<file path="src/design/gsd_params.svh">
/*
 gsd_params.svh: offsets, field positions and reset values of the pin configuration block.
 assumes a classic wishbone slave with 32-bit data and word-aligned byte addresses.
*/
`ifndef GSD_PARAMS_SVH
`define GSD_PARAMS_SVH

// ----------------------------------------
// register byte offsets
// ----------------------------------------
`define GSD_OFS_GPIO_OE     8'h00
`define GSD_OFS_GPIO_OUT    8'h04
`define GSD_OFS_GPIO_IN     8'h08
`define GSD_OFS_STRAP       8'h0c
`define GSD_OFS_CTRL        8'h10

// ----------------------------------------
// field positions and reset values
// ----------------------------------------
`define GSD_GPIO_W          8
`define GSD_NPORT           3
`define GSD_SMB_LSB         5
`define GSD_SMB_W           3
`define GSD_DBG_W           5
`define GSD_STRAP_PWR_BIT   0
`define GSD_STRAP_DBG_BIT   1
`define GSD_STRAP_SMB_LSB   4
`define GSD_STRAP_DSEL_LSB  8
`define GSD_CTRL_SMB_BIT    0
`define GSD_OE_RST          8'h00
`define GSD_OUT_RST         8'h00
`define GSD_CTRL_RST        1'b0

`endif

</file>
<file path="src/design/gsd_pkg.sv">
/*
 gsd_pkg.sv: types shared by the pin configuration block.
 assumes gsd_params.svh sits on the include path.
*/
`include "gsd_params.svh"

package gsd_pkg;

    // ----------------------------------------
    // wishbone request and answer
    // ----------------------------------------
    typedef struct packed {
        logic        cyc;
        logic        stb;
        logic        we;
        logic [7:0]  adr;
        logic [3:0]  sel;
        logic [31:0] dat;
    } gsd_wb_req_t;

    typedef struct packed {
        logic        ack;
        logic [31:0] dat;
    } gsd_wb_rsp_t;

    // ----------------------------------------
    // settings latched at reset release
    // ----------------------------------------
    typedef struct packed {
        logic                         pwr_save;
        logic                         debug_mode;
        logic [`GSD_SMB_W-1:0]        smb_addr;
        logic [`GSD_DBG_W-1:0]        debug_sel;
    } gsd_strap_t;

    typedef enum logic [1:0] {
        GSD_ST_RESET = 2'b00,
        GSD_ST_SAMPLE = 2'b01,
        GSD_ST_RUN   = 2'b10
    } gsd_state_t;

endpackage

</file>
<file path="src/design/gsd_pin_cfg.sv">
/*
 gsd_pin_cfg.sv: general pins, strap capture, debug mode and port status gating of a packet switch.
 assumes one 200 MHz clock, synchronous active-high reset and a classic wishbone master.
*/
// Behaviour
// - each general pin is input-only or bidirectional per a software direction register bit; pins 7..5 forced input with bus in use, 4..0 in debug mode
// - with management bus in use, pins 7..5 give its address bits 2..0
// - in debug mode pins 4..0 select which debug mode is active
// - in debug mode port status pins driven only while the status enable input is high
// - debug mode entered when the debug enable input is low; high is normal
// - one port status output per port 0 to 2, showing that port's status
`timescale 1ns/100ps
`include "gsd_params.svh"

module gsd_pin_cfg #(
    parameter int GPIO_W = `GSD_GPIO_W,
    parameter int NPORT  = `GSD_NPORT
) (
    input  wire logic                clk_i,
    input  wire logic                rst_i,
    input  wire gsd_pkg::gsd_wb_req_t wb_req_i,
    output gsd_pkg::gsd_wb_rsp_t     wb_rsp_o,
    input  wire logic [GPIO_W-1:0]   gpio_i,
    output logic      [GPIO_W-1:0]   gpio_o,
    output logic      [GPIO_W-1:0]   gpio_oe_o,
    input  wire logic                power_saving_strap_i,
    input  wire logic                debug_enable_input_i,
    input  wire logic                port_status_output_enable_i,
    input  wire logic [NPORT-1:0]    port_status_i,
    output logic      [NPORT-1:0]    port_status_out_o,
    output logic      [NPORT-1:0]    port_status_out_oe_o,
    output gsd_pkg::gsd_strap_t      strap_o
);
    import gsd_pkg::*;

    // ----------------------------------------
    // pin synchronisers
    // ----------------------------------------
    localparam int SW = GPIO_W + 3;
    logic [SW-1:0] sync1_r, sync2_r;
    always_ff @(posedge clk_i) begin
        sync1_r <= {power_saving_strap_i, debug_enable_input_i, port_status_output_enable_i, gpio_i};
        sync2_r <= sync1_r;
    end
    logic [GPIO_W-1:0] gpio_s;
    logic              pwr_s, dbg_n_s, pse_s;
    assign gpio_s  = sync2_r[GPIO_W-1:0];
    assign pse_s   = sync2_r[GPIO_W];
    assign dbg_n_s = sync2_r[GPIO_W+1];
    assign pwr_s   = sync2_r[GPIO_W+2];

    // ----------------------------------------
    // strap capture
    // ----------------------------------------
    // the synchroniser needs two edges to fill, so capture waits for the release
    // and then takes the pin level the board held through reset
    gsd_state_t st_r, st_nxt;
    gsd_strap_t strap_r, strap_nxt;
    always_comb begin
        st_nxt    = st_r;
        strap_nxt = strap_r;
        case (st_r)
            GSD_ST_RESET:  st_nxt = GSD_ST_SAMPLE;
            GSD_ST_SAMPLE: begin
                strap_nxt.pwr_save   = pwr_s;
                strap_nxt.debug_mode = ~dbg_n_s;
                strap_nxt.smb_addr   = gpio_s[`GSD_SMB_LSB +: `GSD_SMB_W];
                strap_nxt.debug_sel  = gpio_s[`GSD_DBG_W-1:0];
                st_nxt               = GSD_ST_RUN;
            end
            GSD_ST_RUN:    st_nxt = GSD_ST_RUN;
            default:       st_nxt = GSD_ST_RESET;
        endcase
    end
    always_ff @(posedge clk_i) begin
        if (rst_i) begin
            st_r    <= GSD_ST_RESET;
            strap_r <= '0;
        end else begin
            st_r    <= st_nxt;
            strap_r <= strap_nxt;
        end
    end
    assign strap_o = strap_r;

    // ----------------------------------------
    // registers and wishbone slave
    // ----------------------------------------
    logic [GPIO_W-1:0] oe_r, oe_nxt, out_r, out_nxt;
    logic              smb_en_r, smb_en_nxt, ack_r, ack_nxt;
    logic [31:0]       rdat_r, rdat_nxt;
    logic              wr;
    // a write lands on the edge at which the master samples ack high, while its request still stands
    assign wr = wb_req_i.cyc & wb_req_i.stb & wb_req_i.we & ack_r & wb_req_i.sel[0];
    always_comb begin
        oe_nxt     = oe_r;
        out_nxt    = out_r;
        smb_en_nxt = smb_en_r;
        ack_nxt    = wb_req_i.cyc & wb_req_i.stb & ~ack_r;
        rdat_nxt   = 32'h0000_0000;
        if (wr && wb_req_i.adr == `GSD_OFS_GPIO_OE)
            oe_nxt = wb_req_i.dat[GPIO_W-1:0];
        if (wr && wb_req_i.adr == `GSD_OFS_GPIO_OUT)
            out_nxt = wb_req_i.dat[GPIO_W-1:0];
        if (wr && wb_req_i.adr == `GSD_OFS_CTRL)
            smb_en_nxt = wb_req_i.dat[`GSD_CTRL_SMB_BIT];
        case (wb_req_i.adr)
            `GSD_OFS_GPIO_OE:  rdat_nxt[GPIO_W-1:0] = oe_r;
            `GSD_OFS_GPIO_OUT: rdat_nxt[GPIO_W-1:0] = out_r;
            `GSD_OFS_GPIO_IN:  rdat_nxt[GPIO_W-1:0] = gpio_s;
            `GSD_OFS_STRAP: begin
                rdat_nxt[`GSD_STRAP_PWR_BIT]                   = strap_r.pwr_save;
                rdat_nxt[`GSD_STRAP_DBG_BIT]                   = strap_r.debug_mode;
                rdat_nxt[`GSD_STRAP_SMB_LSB +: `GSD_SMB_W]     = strap_r.smb_addr;
                rdat_nxt[`GSD_STRAP_DSEL_LSB +: `GSD_DBG_W]    = strap_r.debug_sel;
            end
            `GSD_OFS_CTRL:     rdat_nxt[`GSD_CTRL_SMB_BIT] = smb_en_r;
            default:           rdat_nxt = 32'h0000_0000;
        endcase
    end
    always_ff @(posedge clk_i) begin
        if (rst_i) begin
            oe_r     <= `GSD_OE_RST;
            out_r    <= `GSD_OUT_RST;
            smb_en_r <= `GSD_CTRL_RST;
            ack_r    <= 1'b0;
            rdat_r   <= 32'h0000_0000;
        end else begin
            oe_r     <= oe_nxt;
            out_r    <= out_nxt;
            smb_en_r <= smb_en_nxt;
            ack_r    <= ack_nxt;
            rdat_r   <= rdat_nxt;
        end
    end
    assign wb_rsp_o.ack = ack_r;
    assign wb_rsp_o.dat = rdat_r;

    // ----------------------------------------
    // pin drivers
    // ----------------------------------------
    // strap pins must stay undriven while they carry address or debug selection,
    // otherwise software could fight the board straps
    logic [GPIO_W-1:0] strap_mask;
    always_comb begin
        strap_mask = '0;
        if (smb_en_r)
            strap_mask[`GSD_SMB_LSB +: `GSD_SMB_W] = '1;
        if (strap_r.debug_mode)
            strap_mask[`GSD_DBG_W-1:0] = '1;
    end
    assign gpio_o    = out_r;
    assign gpio_oe_o = oe_r & ~strap_mask;

    logic [NPORT-1:0] ps_r;
    genvar p;
    generate
        for (p = 0; p < NPORT; p++) begin : g_port
            always_ff @(posedge clk_i) begin
                if (rst_i)
                    ps_r[p] <= 1'b0;
                else
                    ps_r[p] <= port_status_i[p];
            end
            assign port_status_out_oe_o[p] = strap_r.debug_mode & pse_s;
        end
    endgenerate
    assign port_status_out_o = ps_r;
endmodule

</file>
<file path="config.mk">
export PLATFORM = sky130hd
export DESIGN_NAME = gsd_pin_cfg
export DESIGN_NICKNAME = d
export VERILOG_FILES = /design/src/design/gsd_pkg.sv /design/src/design/gsd_pin_cfg.sv
export VERILOG_INCLUDE_DIRS = /design/src /design/src/design
export SDC_FILE = /design/constraint.sdc
export NUM_CORES = 1
export LEC_CHECK = 0
export BUFFER_PORTS_ARGS = -buffer_cell sky130_fd_sc_hd__buf_2
export CORE_ASPECT_RATIO = 2
export CORE_MARGIN = 1
export CORE_UTILIZATION = 45
export DETAILED_ROUTE_END_ITERATION = 10
export PLACE_DENSITY = 0.82
export REMOVE_ABC_BUFFERS = 1
export SLEW_MARGIN = 20
export SYNTH_ARGS = -nofsm -noshare
export SYNTH_HDL_FRONTEND = slang
export SYNTH_SLANG_ARGS = --single-unit
</file>
<file path="constraint.sdc">
create_clock -name clk_i -period 1.8 [get_ports clk_i]
set_input_delay 0.09 -clock clk_i [delete_from_list [all_inputs] [get_ports clk_i]]
set_output_delay 0.09 -clock clk_i [all_outputs]
set_load 0.01 [all_outputs]
</file>
# == Word level (Yosys, flattened, before mapping) ==
# Index checks and enable logic that the tools add are counted.
# word_totals
reg_bits,87
inputBits,63
out_inout_bits,65
elab_cells,49
# op_classes
eq_ne,6
mux,8
bitwise_logic,11
n_reduce_logical,7
# op_table
cell,count
== test 8 x 4 -> 1 bit (second input constant),2
case mux 3 bit (4 select lines),1
bitwise AND 8 bit,1
== test 8 x 3 -> 1 bit (second input constant),1
== test 8 x 5 -> 1 bit (second input constant),1
zero test 8 bit,1
NOT 8 bit,1
bitwise AND 1 bit,6
case mux 2 bit (3 select lines),1
2-to-1 mux 5 bit,1
case mux 1 bit (5 select lines),1
case mux 1 bit (4 select lines),1
case mux 2 bit (2 select lines),1
OR reduction 2 bit,2
logical AND 1 bit,3
2-to-1 mux 3 bit,1
NOT 1 bit,3
case mux 1 bit (3 select lines),1
== test 2 x 1 -> 1 bit (second input constant),1
== test 2 bit (second input constant),1
zero test 2 bit,1

# == Logic depth before layout (Yosys ltp) ==
# logic_depth
ltp_word,5
ltp_mapped,5
mapped_depth_nobuf,4

# == Worst setup path after synthesis ==
# Ideal clock, no wire load.
# synth_path
path_kind,reg2reg
from,register st_r[1]
to,register strap_r (netlist bit strap_o[1])
setup_time_ns,0.128
t_arrival_ns,1.186
t_required_ns,1.672
setup_slack_ns,0.487
stages_incl_launch_ff,6
path_buffers,1
synth_period_minus_slack_ns,1.313
path_cell_list,dfxtp_1 -> inv_1 -> ha_1 -> buf_1 -> mux2i_1 -> nor2_1
# synth_via
elab_chain_cells,1
# synth_rtl
element,line,text
"start, declared",gsd_pin_cfg.sv:57,"gsd_state_t st_r, st_nxt;"
"start signal, assigned",gsd_pin_cfg.sv:80,st_r <= st_nxt;
== test 2 x 1 -> 1 bit,gsd_pin_cfg.sv:62,case (st_r)
"end signal, assigned",gsd_pin_cfg.sv:81,strap_r <= strap_nxt;
"end, declared",gsd_pin_cfg.sv:58,"gsd_strap_t strap_r, strap_nxt;"
# No other way between the ends.
# A chain may end at the register's enable or synchronous reset.

# == Worst setup path in the final report ==
# layout_path
from,input port wb_req_i[41] (netlist name)
to,"register out_r[6], in the netlist gpio_o[6]"
# layout_via
elab_chain_cells,2
# layout_rtl
element,line,text
"start, declared",gsd_pin_cfg.sv:21,"input wire gsd_pkg::gsd_wb_req_t wb_req_i,"
== test 8 x 3 -> 1 bit,n/a,
logical AND 1 bit (no source line),n/a,
"end signal, assigned",gsd_pin_cfg.sv:124,out_r <= `GSD_OUT_RST;
"end signal, assigned",gsd_pin_cfg.sv:130,out_r <= out_nxt;
"end, declared",gsd_pin_cfg.sv:89,"logic [GPIO_W-1:0] oe_r, oe_nxt, out_r, out_nxt;"
# No other way between the ends.

==> out/qor_table.md <==
| Stage | Metric | Reported |
| --- | --- | --- |
| run status | Status | completed |
| synthesis | Dominant register cell in the synthesized netlist | sky130_fd_sc_hd__dfxtp_1 |
| worst setup path | Path depth of the worst reg2reg path | 4 |
| power | Areal power density over the cells | 1010 mW/mm2 |
| sta | Number of pins with negative max-slew slack in the final report | 0 |
| synthesis | Top post-synthesis cells by area | sky130_fd_sc_hd__dfxtp_1 (54%), sky130_fd_sc_hd__mux2i_1 (11%), sky130_fd_sc_hd__buf_4 (6.5%) |
| sta | Setup repair after global routing missed its margin | no |
| run | Max-capacitance violation count | 0 |
| floorplan | Core area | 0.00542 mm2 |
| synthesis | Post-synth design cell area | 0.00253 mm2 |
| routing | Length of the first detailed-routing pass in iterations | 4 |
| synthesis | Main combinational cell family by area after synthesis | simple AND/OR/NAND/NOR gates |
| floorplan | Die Ht | 108 um |
| routing | Detailed-route DRC error count | 0 |
| synthesis | Adder-cell share of the synthesized area | 0.990% |
| routing | Wire length per cell | 13.3 um |
| synthesis | Area fraction in compound gates after synthesis | 1.68% |
| routing | Detail-routed via count per cell | 4.76 |
| final layout | Share of layout cells above drive strength 1 | 33.4% |
| final layout | Area overhead of the layout relative to synthesis | 30.3% |
| synthesis | Sequential share of the synthesized area | 53.9% |
| hold path | Worst hold path type | input pin to flip-flop |
| routing | Drt initial violations | 27 |
| placement | Quantity of I/O buffers inserted on ports | 81 |
| floorplan | Standard-cell row count | 38 |
| floorplan | Effective utilization at floorplan | 46.6% |
| final layout | Antenna diodes | 0 |
| sta | Slew HR | 57.7% |
| sta | Slew @ Worst Pin | 0.635 ns |
| routing | Count of nets left with antenna violations after detail routing | 0 |
| floorplan | Die ar. | 0.00594 mm2 |
| floorplan | Die Wd | 55.0 um |
| global routing | Total congestion overflow after global routing | 0 |
| sta | Period utilisation layout | 80.4% |
| worst setup path | Type of the setup path with the least slack | input pin to flip-flop |
| sta | Highest clock frequency the design can meet | 691 MHz |
| sta | Time the final worst path needs with I/O delays and setup | 1.45 ns |
| clock network | Clock latency on the worst-skew pair | 0.33 ns |
| synthesis | Largest area contributor in the synthesized netlist | sky130_fd_sc_hd__dfxtp_1 |
| clock network | Maximum root-to-sink buffer count | 2 |
| clock network | Clock edge transition at the registers on the reported setup and hold paths | 0.07 ns |
| synthesis | Number of distinct library cells after synthesis | 29 |
| global routing | Number of antenna violations at the first check in global routing | 0 |
| global routing | Overall track demand over capacity in global routing | 19.0% |
| global routing | Number of global-route vias before repair | 1,751 |
| worst setup path | Critical Path Sink Type | flip-flop |
| synthesis | Multiplexer fraction of the synthesized cell area | 15.9% |
| sta | Fin Clk Skew | 0.00920 ns |
| clock network | Clock Root Buffer | sky130_fd_sc_hd__clkbuf_8 |
| global routing | Wire length of the first global-routing pass | 7830 um |
| hold path | Count of cells along the worst hold path | 3 |
| final layout | Final net count | 386 |
| sta | Total negative slack for setup checks | 0 ns |
| worst setup path | Endpoint required time on the critical path | 2.01 ns |
| clock network | Setup Fix Bufs, Post-CTS | 0 |
| routing | Via Count | 1,839 |
| clock network | Inserted Clock Buffers | 9 |
| floorplan | Number of placed I/O pins | 128 |
| final layout | Share of the core filled with cells | 60.8% |
| routing | Total wire length | 5150 um |
| worst setup path | CP Max Fanout | 8 |
| power | Highest ir drop seen on vdd | 0.881 mV |
| worst setup path | Startpoint kind of the worst setup timing path | input pin |
| clock network | H-tree Lvls | 3 |
| synthesis | Async set or reset register ratio after synthesis | 0% |
| synthesis | Share of the synthesized area in the top cell type | 53.9% |
| synthesis | Post-synthesis xor/xnor area fraction | 0% |
| synthesis | Post-Syn Area per Cell | 11.4 um2 |
| synthesis | Leading cell type by number of instances after synthesis | sky130_fd_sc_hd__dfxtp_1 |
| synthesis | EDFF count, synth | 0 |
| global routing | Pin count of the biggest net entering global routing | 37 |
| synthesis | Count of mapped cells out of synthesis | 221 |
| clock network | Number of sinks driven by the clock tree | 68 |
| synthesis | Number of synthesis warnings | 0 |
| synthesis | Area share of and/or/nand/nor cells after synthesis | 19.3% |
| placement | Detailed Place HPWL | 3750 um |
| clock network | CTS tree | built |
| synthesis | Register bit count reported by yosys | 68 |
| placement | GPL Wtd Cong | 0.796 |
| sta | Hold Vio Cnt, Final | 0 |
| power | Leakage Power | 0.00165 uW |
| sta | Final setup violation count | 0 |
| worst setup path | Worst Path Arrival | 1.66 ns |
| synthesis | Commonest cells in the synthesized netlist | sky130_fd_sc_hd__dfxtp_1 (68), sky130_fd_sc_hd__mux2i_1 (29), sky130_fd_sc_hd__nand2b_1 (26), sky130_fd_sc_hd__buf_4 (22), sky130_fd_sc_hd__nor2b_1 (17) |
[power by group]
group | total, uW | switching (uW) | internal [uW]
logic | 314 | 154 | 160
registers | 1610 | 39.7 | 1570
clock network | 1400 | 538 | 860
total | 3320 | 732 | 2590
[worst max-delay path, stage by stage]
cell and delay (ns):
sky130_fd_sc_hd__dlygate4sd3_1 0.53, sky130_fd_sc_hd__buf_2 0.15, sky130_fd_sc_hd__nor4b_1 0.37, sky130_fd_sc_hd__nand4_2 0.14, sky130_fd_sc_hd__buf_4 0.24, sky130_fd_sc_hd__mux2i_1 0.14
[final cells by class]
| cell class | instances | area, um2 |
|---|---|---|
| Fill cell | 463 | 2130 |
| Inverter | 2 | 7.51 |
| Clock inverter | 3 | 68.8 |
| Multi-Input combinational cell | 139 | 1030 |
| Sequential cell | 68 | 1360 |
| Tap cell | 60 | 75.1 |
| Clock buffer | 13 | 159 |
| Timing Repair Buffer | 101 | 593 |
[routing by layer]
layer	vias up	global-route usage (%)	part of all wire (%)
met3	14	6.61	4.9
met4	0	11.3	3.0
met2	72	31.3	55
met1	852	19.5	37
li1	901	-	-
met5	-	0	0
[path summary, 6_finish.rpt]
check / startpoint / end / slack [ns]
max: wb_req_i[41] / gpio_o[6] / 0.35
min: wb_req_i[1] / gpio_o[1] / 0.04
max reg2reg: st_r[1] / strap_o[2] / 0.43
min reg2reg: sync1_r[3] / sync2_r[3] / 0.33
[cell families (layout without fill, tap and decap cells)]
logic type                 count (synthesis)  after routing
AOI/OAI and AO/OA                          5              5
adders and majority gates                  2              2
buffers and inverters                     32            119
DFF                                       68             68
muxes                                     34             34
other                                      1             19
and+or+nand+nor                           79             79
[placed cells by master, fill, tap and decap left out, drive strengths merged, types with 2 or more instances in the layout]
master       count
nor2            14
nor4             3
nor2b           18
buf             86
nand2b          26
or4              2
inv              2
nor4b            2
dfxtp           68
mux4             5
ha               2
conb            19
dlygate4sd3     15
nand4            3
bufinv           2
mux2i           29
a2bb2oi          3
clkbuf          13
and2             7
[repair_timing]
item                                   4_1_cts  5_1_grt
endpoints found under the hold margin       15        0
setup endpoints to repair                    0        0
hold buffers                                15        0
resized for setup                            0        0
[sequential cells by signal (all words and copies together) (netlist names)]
register,flops
rdat_r,13
sync1_r,11
sync2_r,11
strap_o,10
gpio_o,8
oe_r,8
port_status_out_o,3
st_r,2
ack_r,1
smb_en_r,1
[stage by stage]
step                power, uW  instances  area, um2  hold slack, ns  setup WS, ns
global route             3480        386       3290          0.0423         0.274
floorplan                1800        209       2400           0.118         0.481
detailed placement       1930        355       2920           0.194         0.207
global placement         1920        355       2920           0.192         0.214
CTS                      3350        386       3290          0.0314         0.369
finish                   3320        386       3290          0.0423         0.353
(Power assumes the default switching activity.)
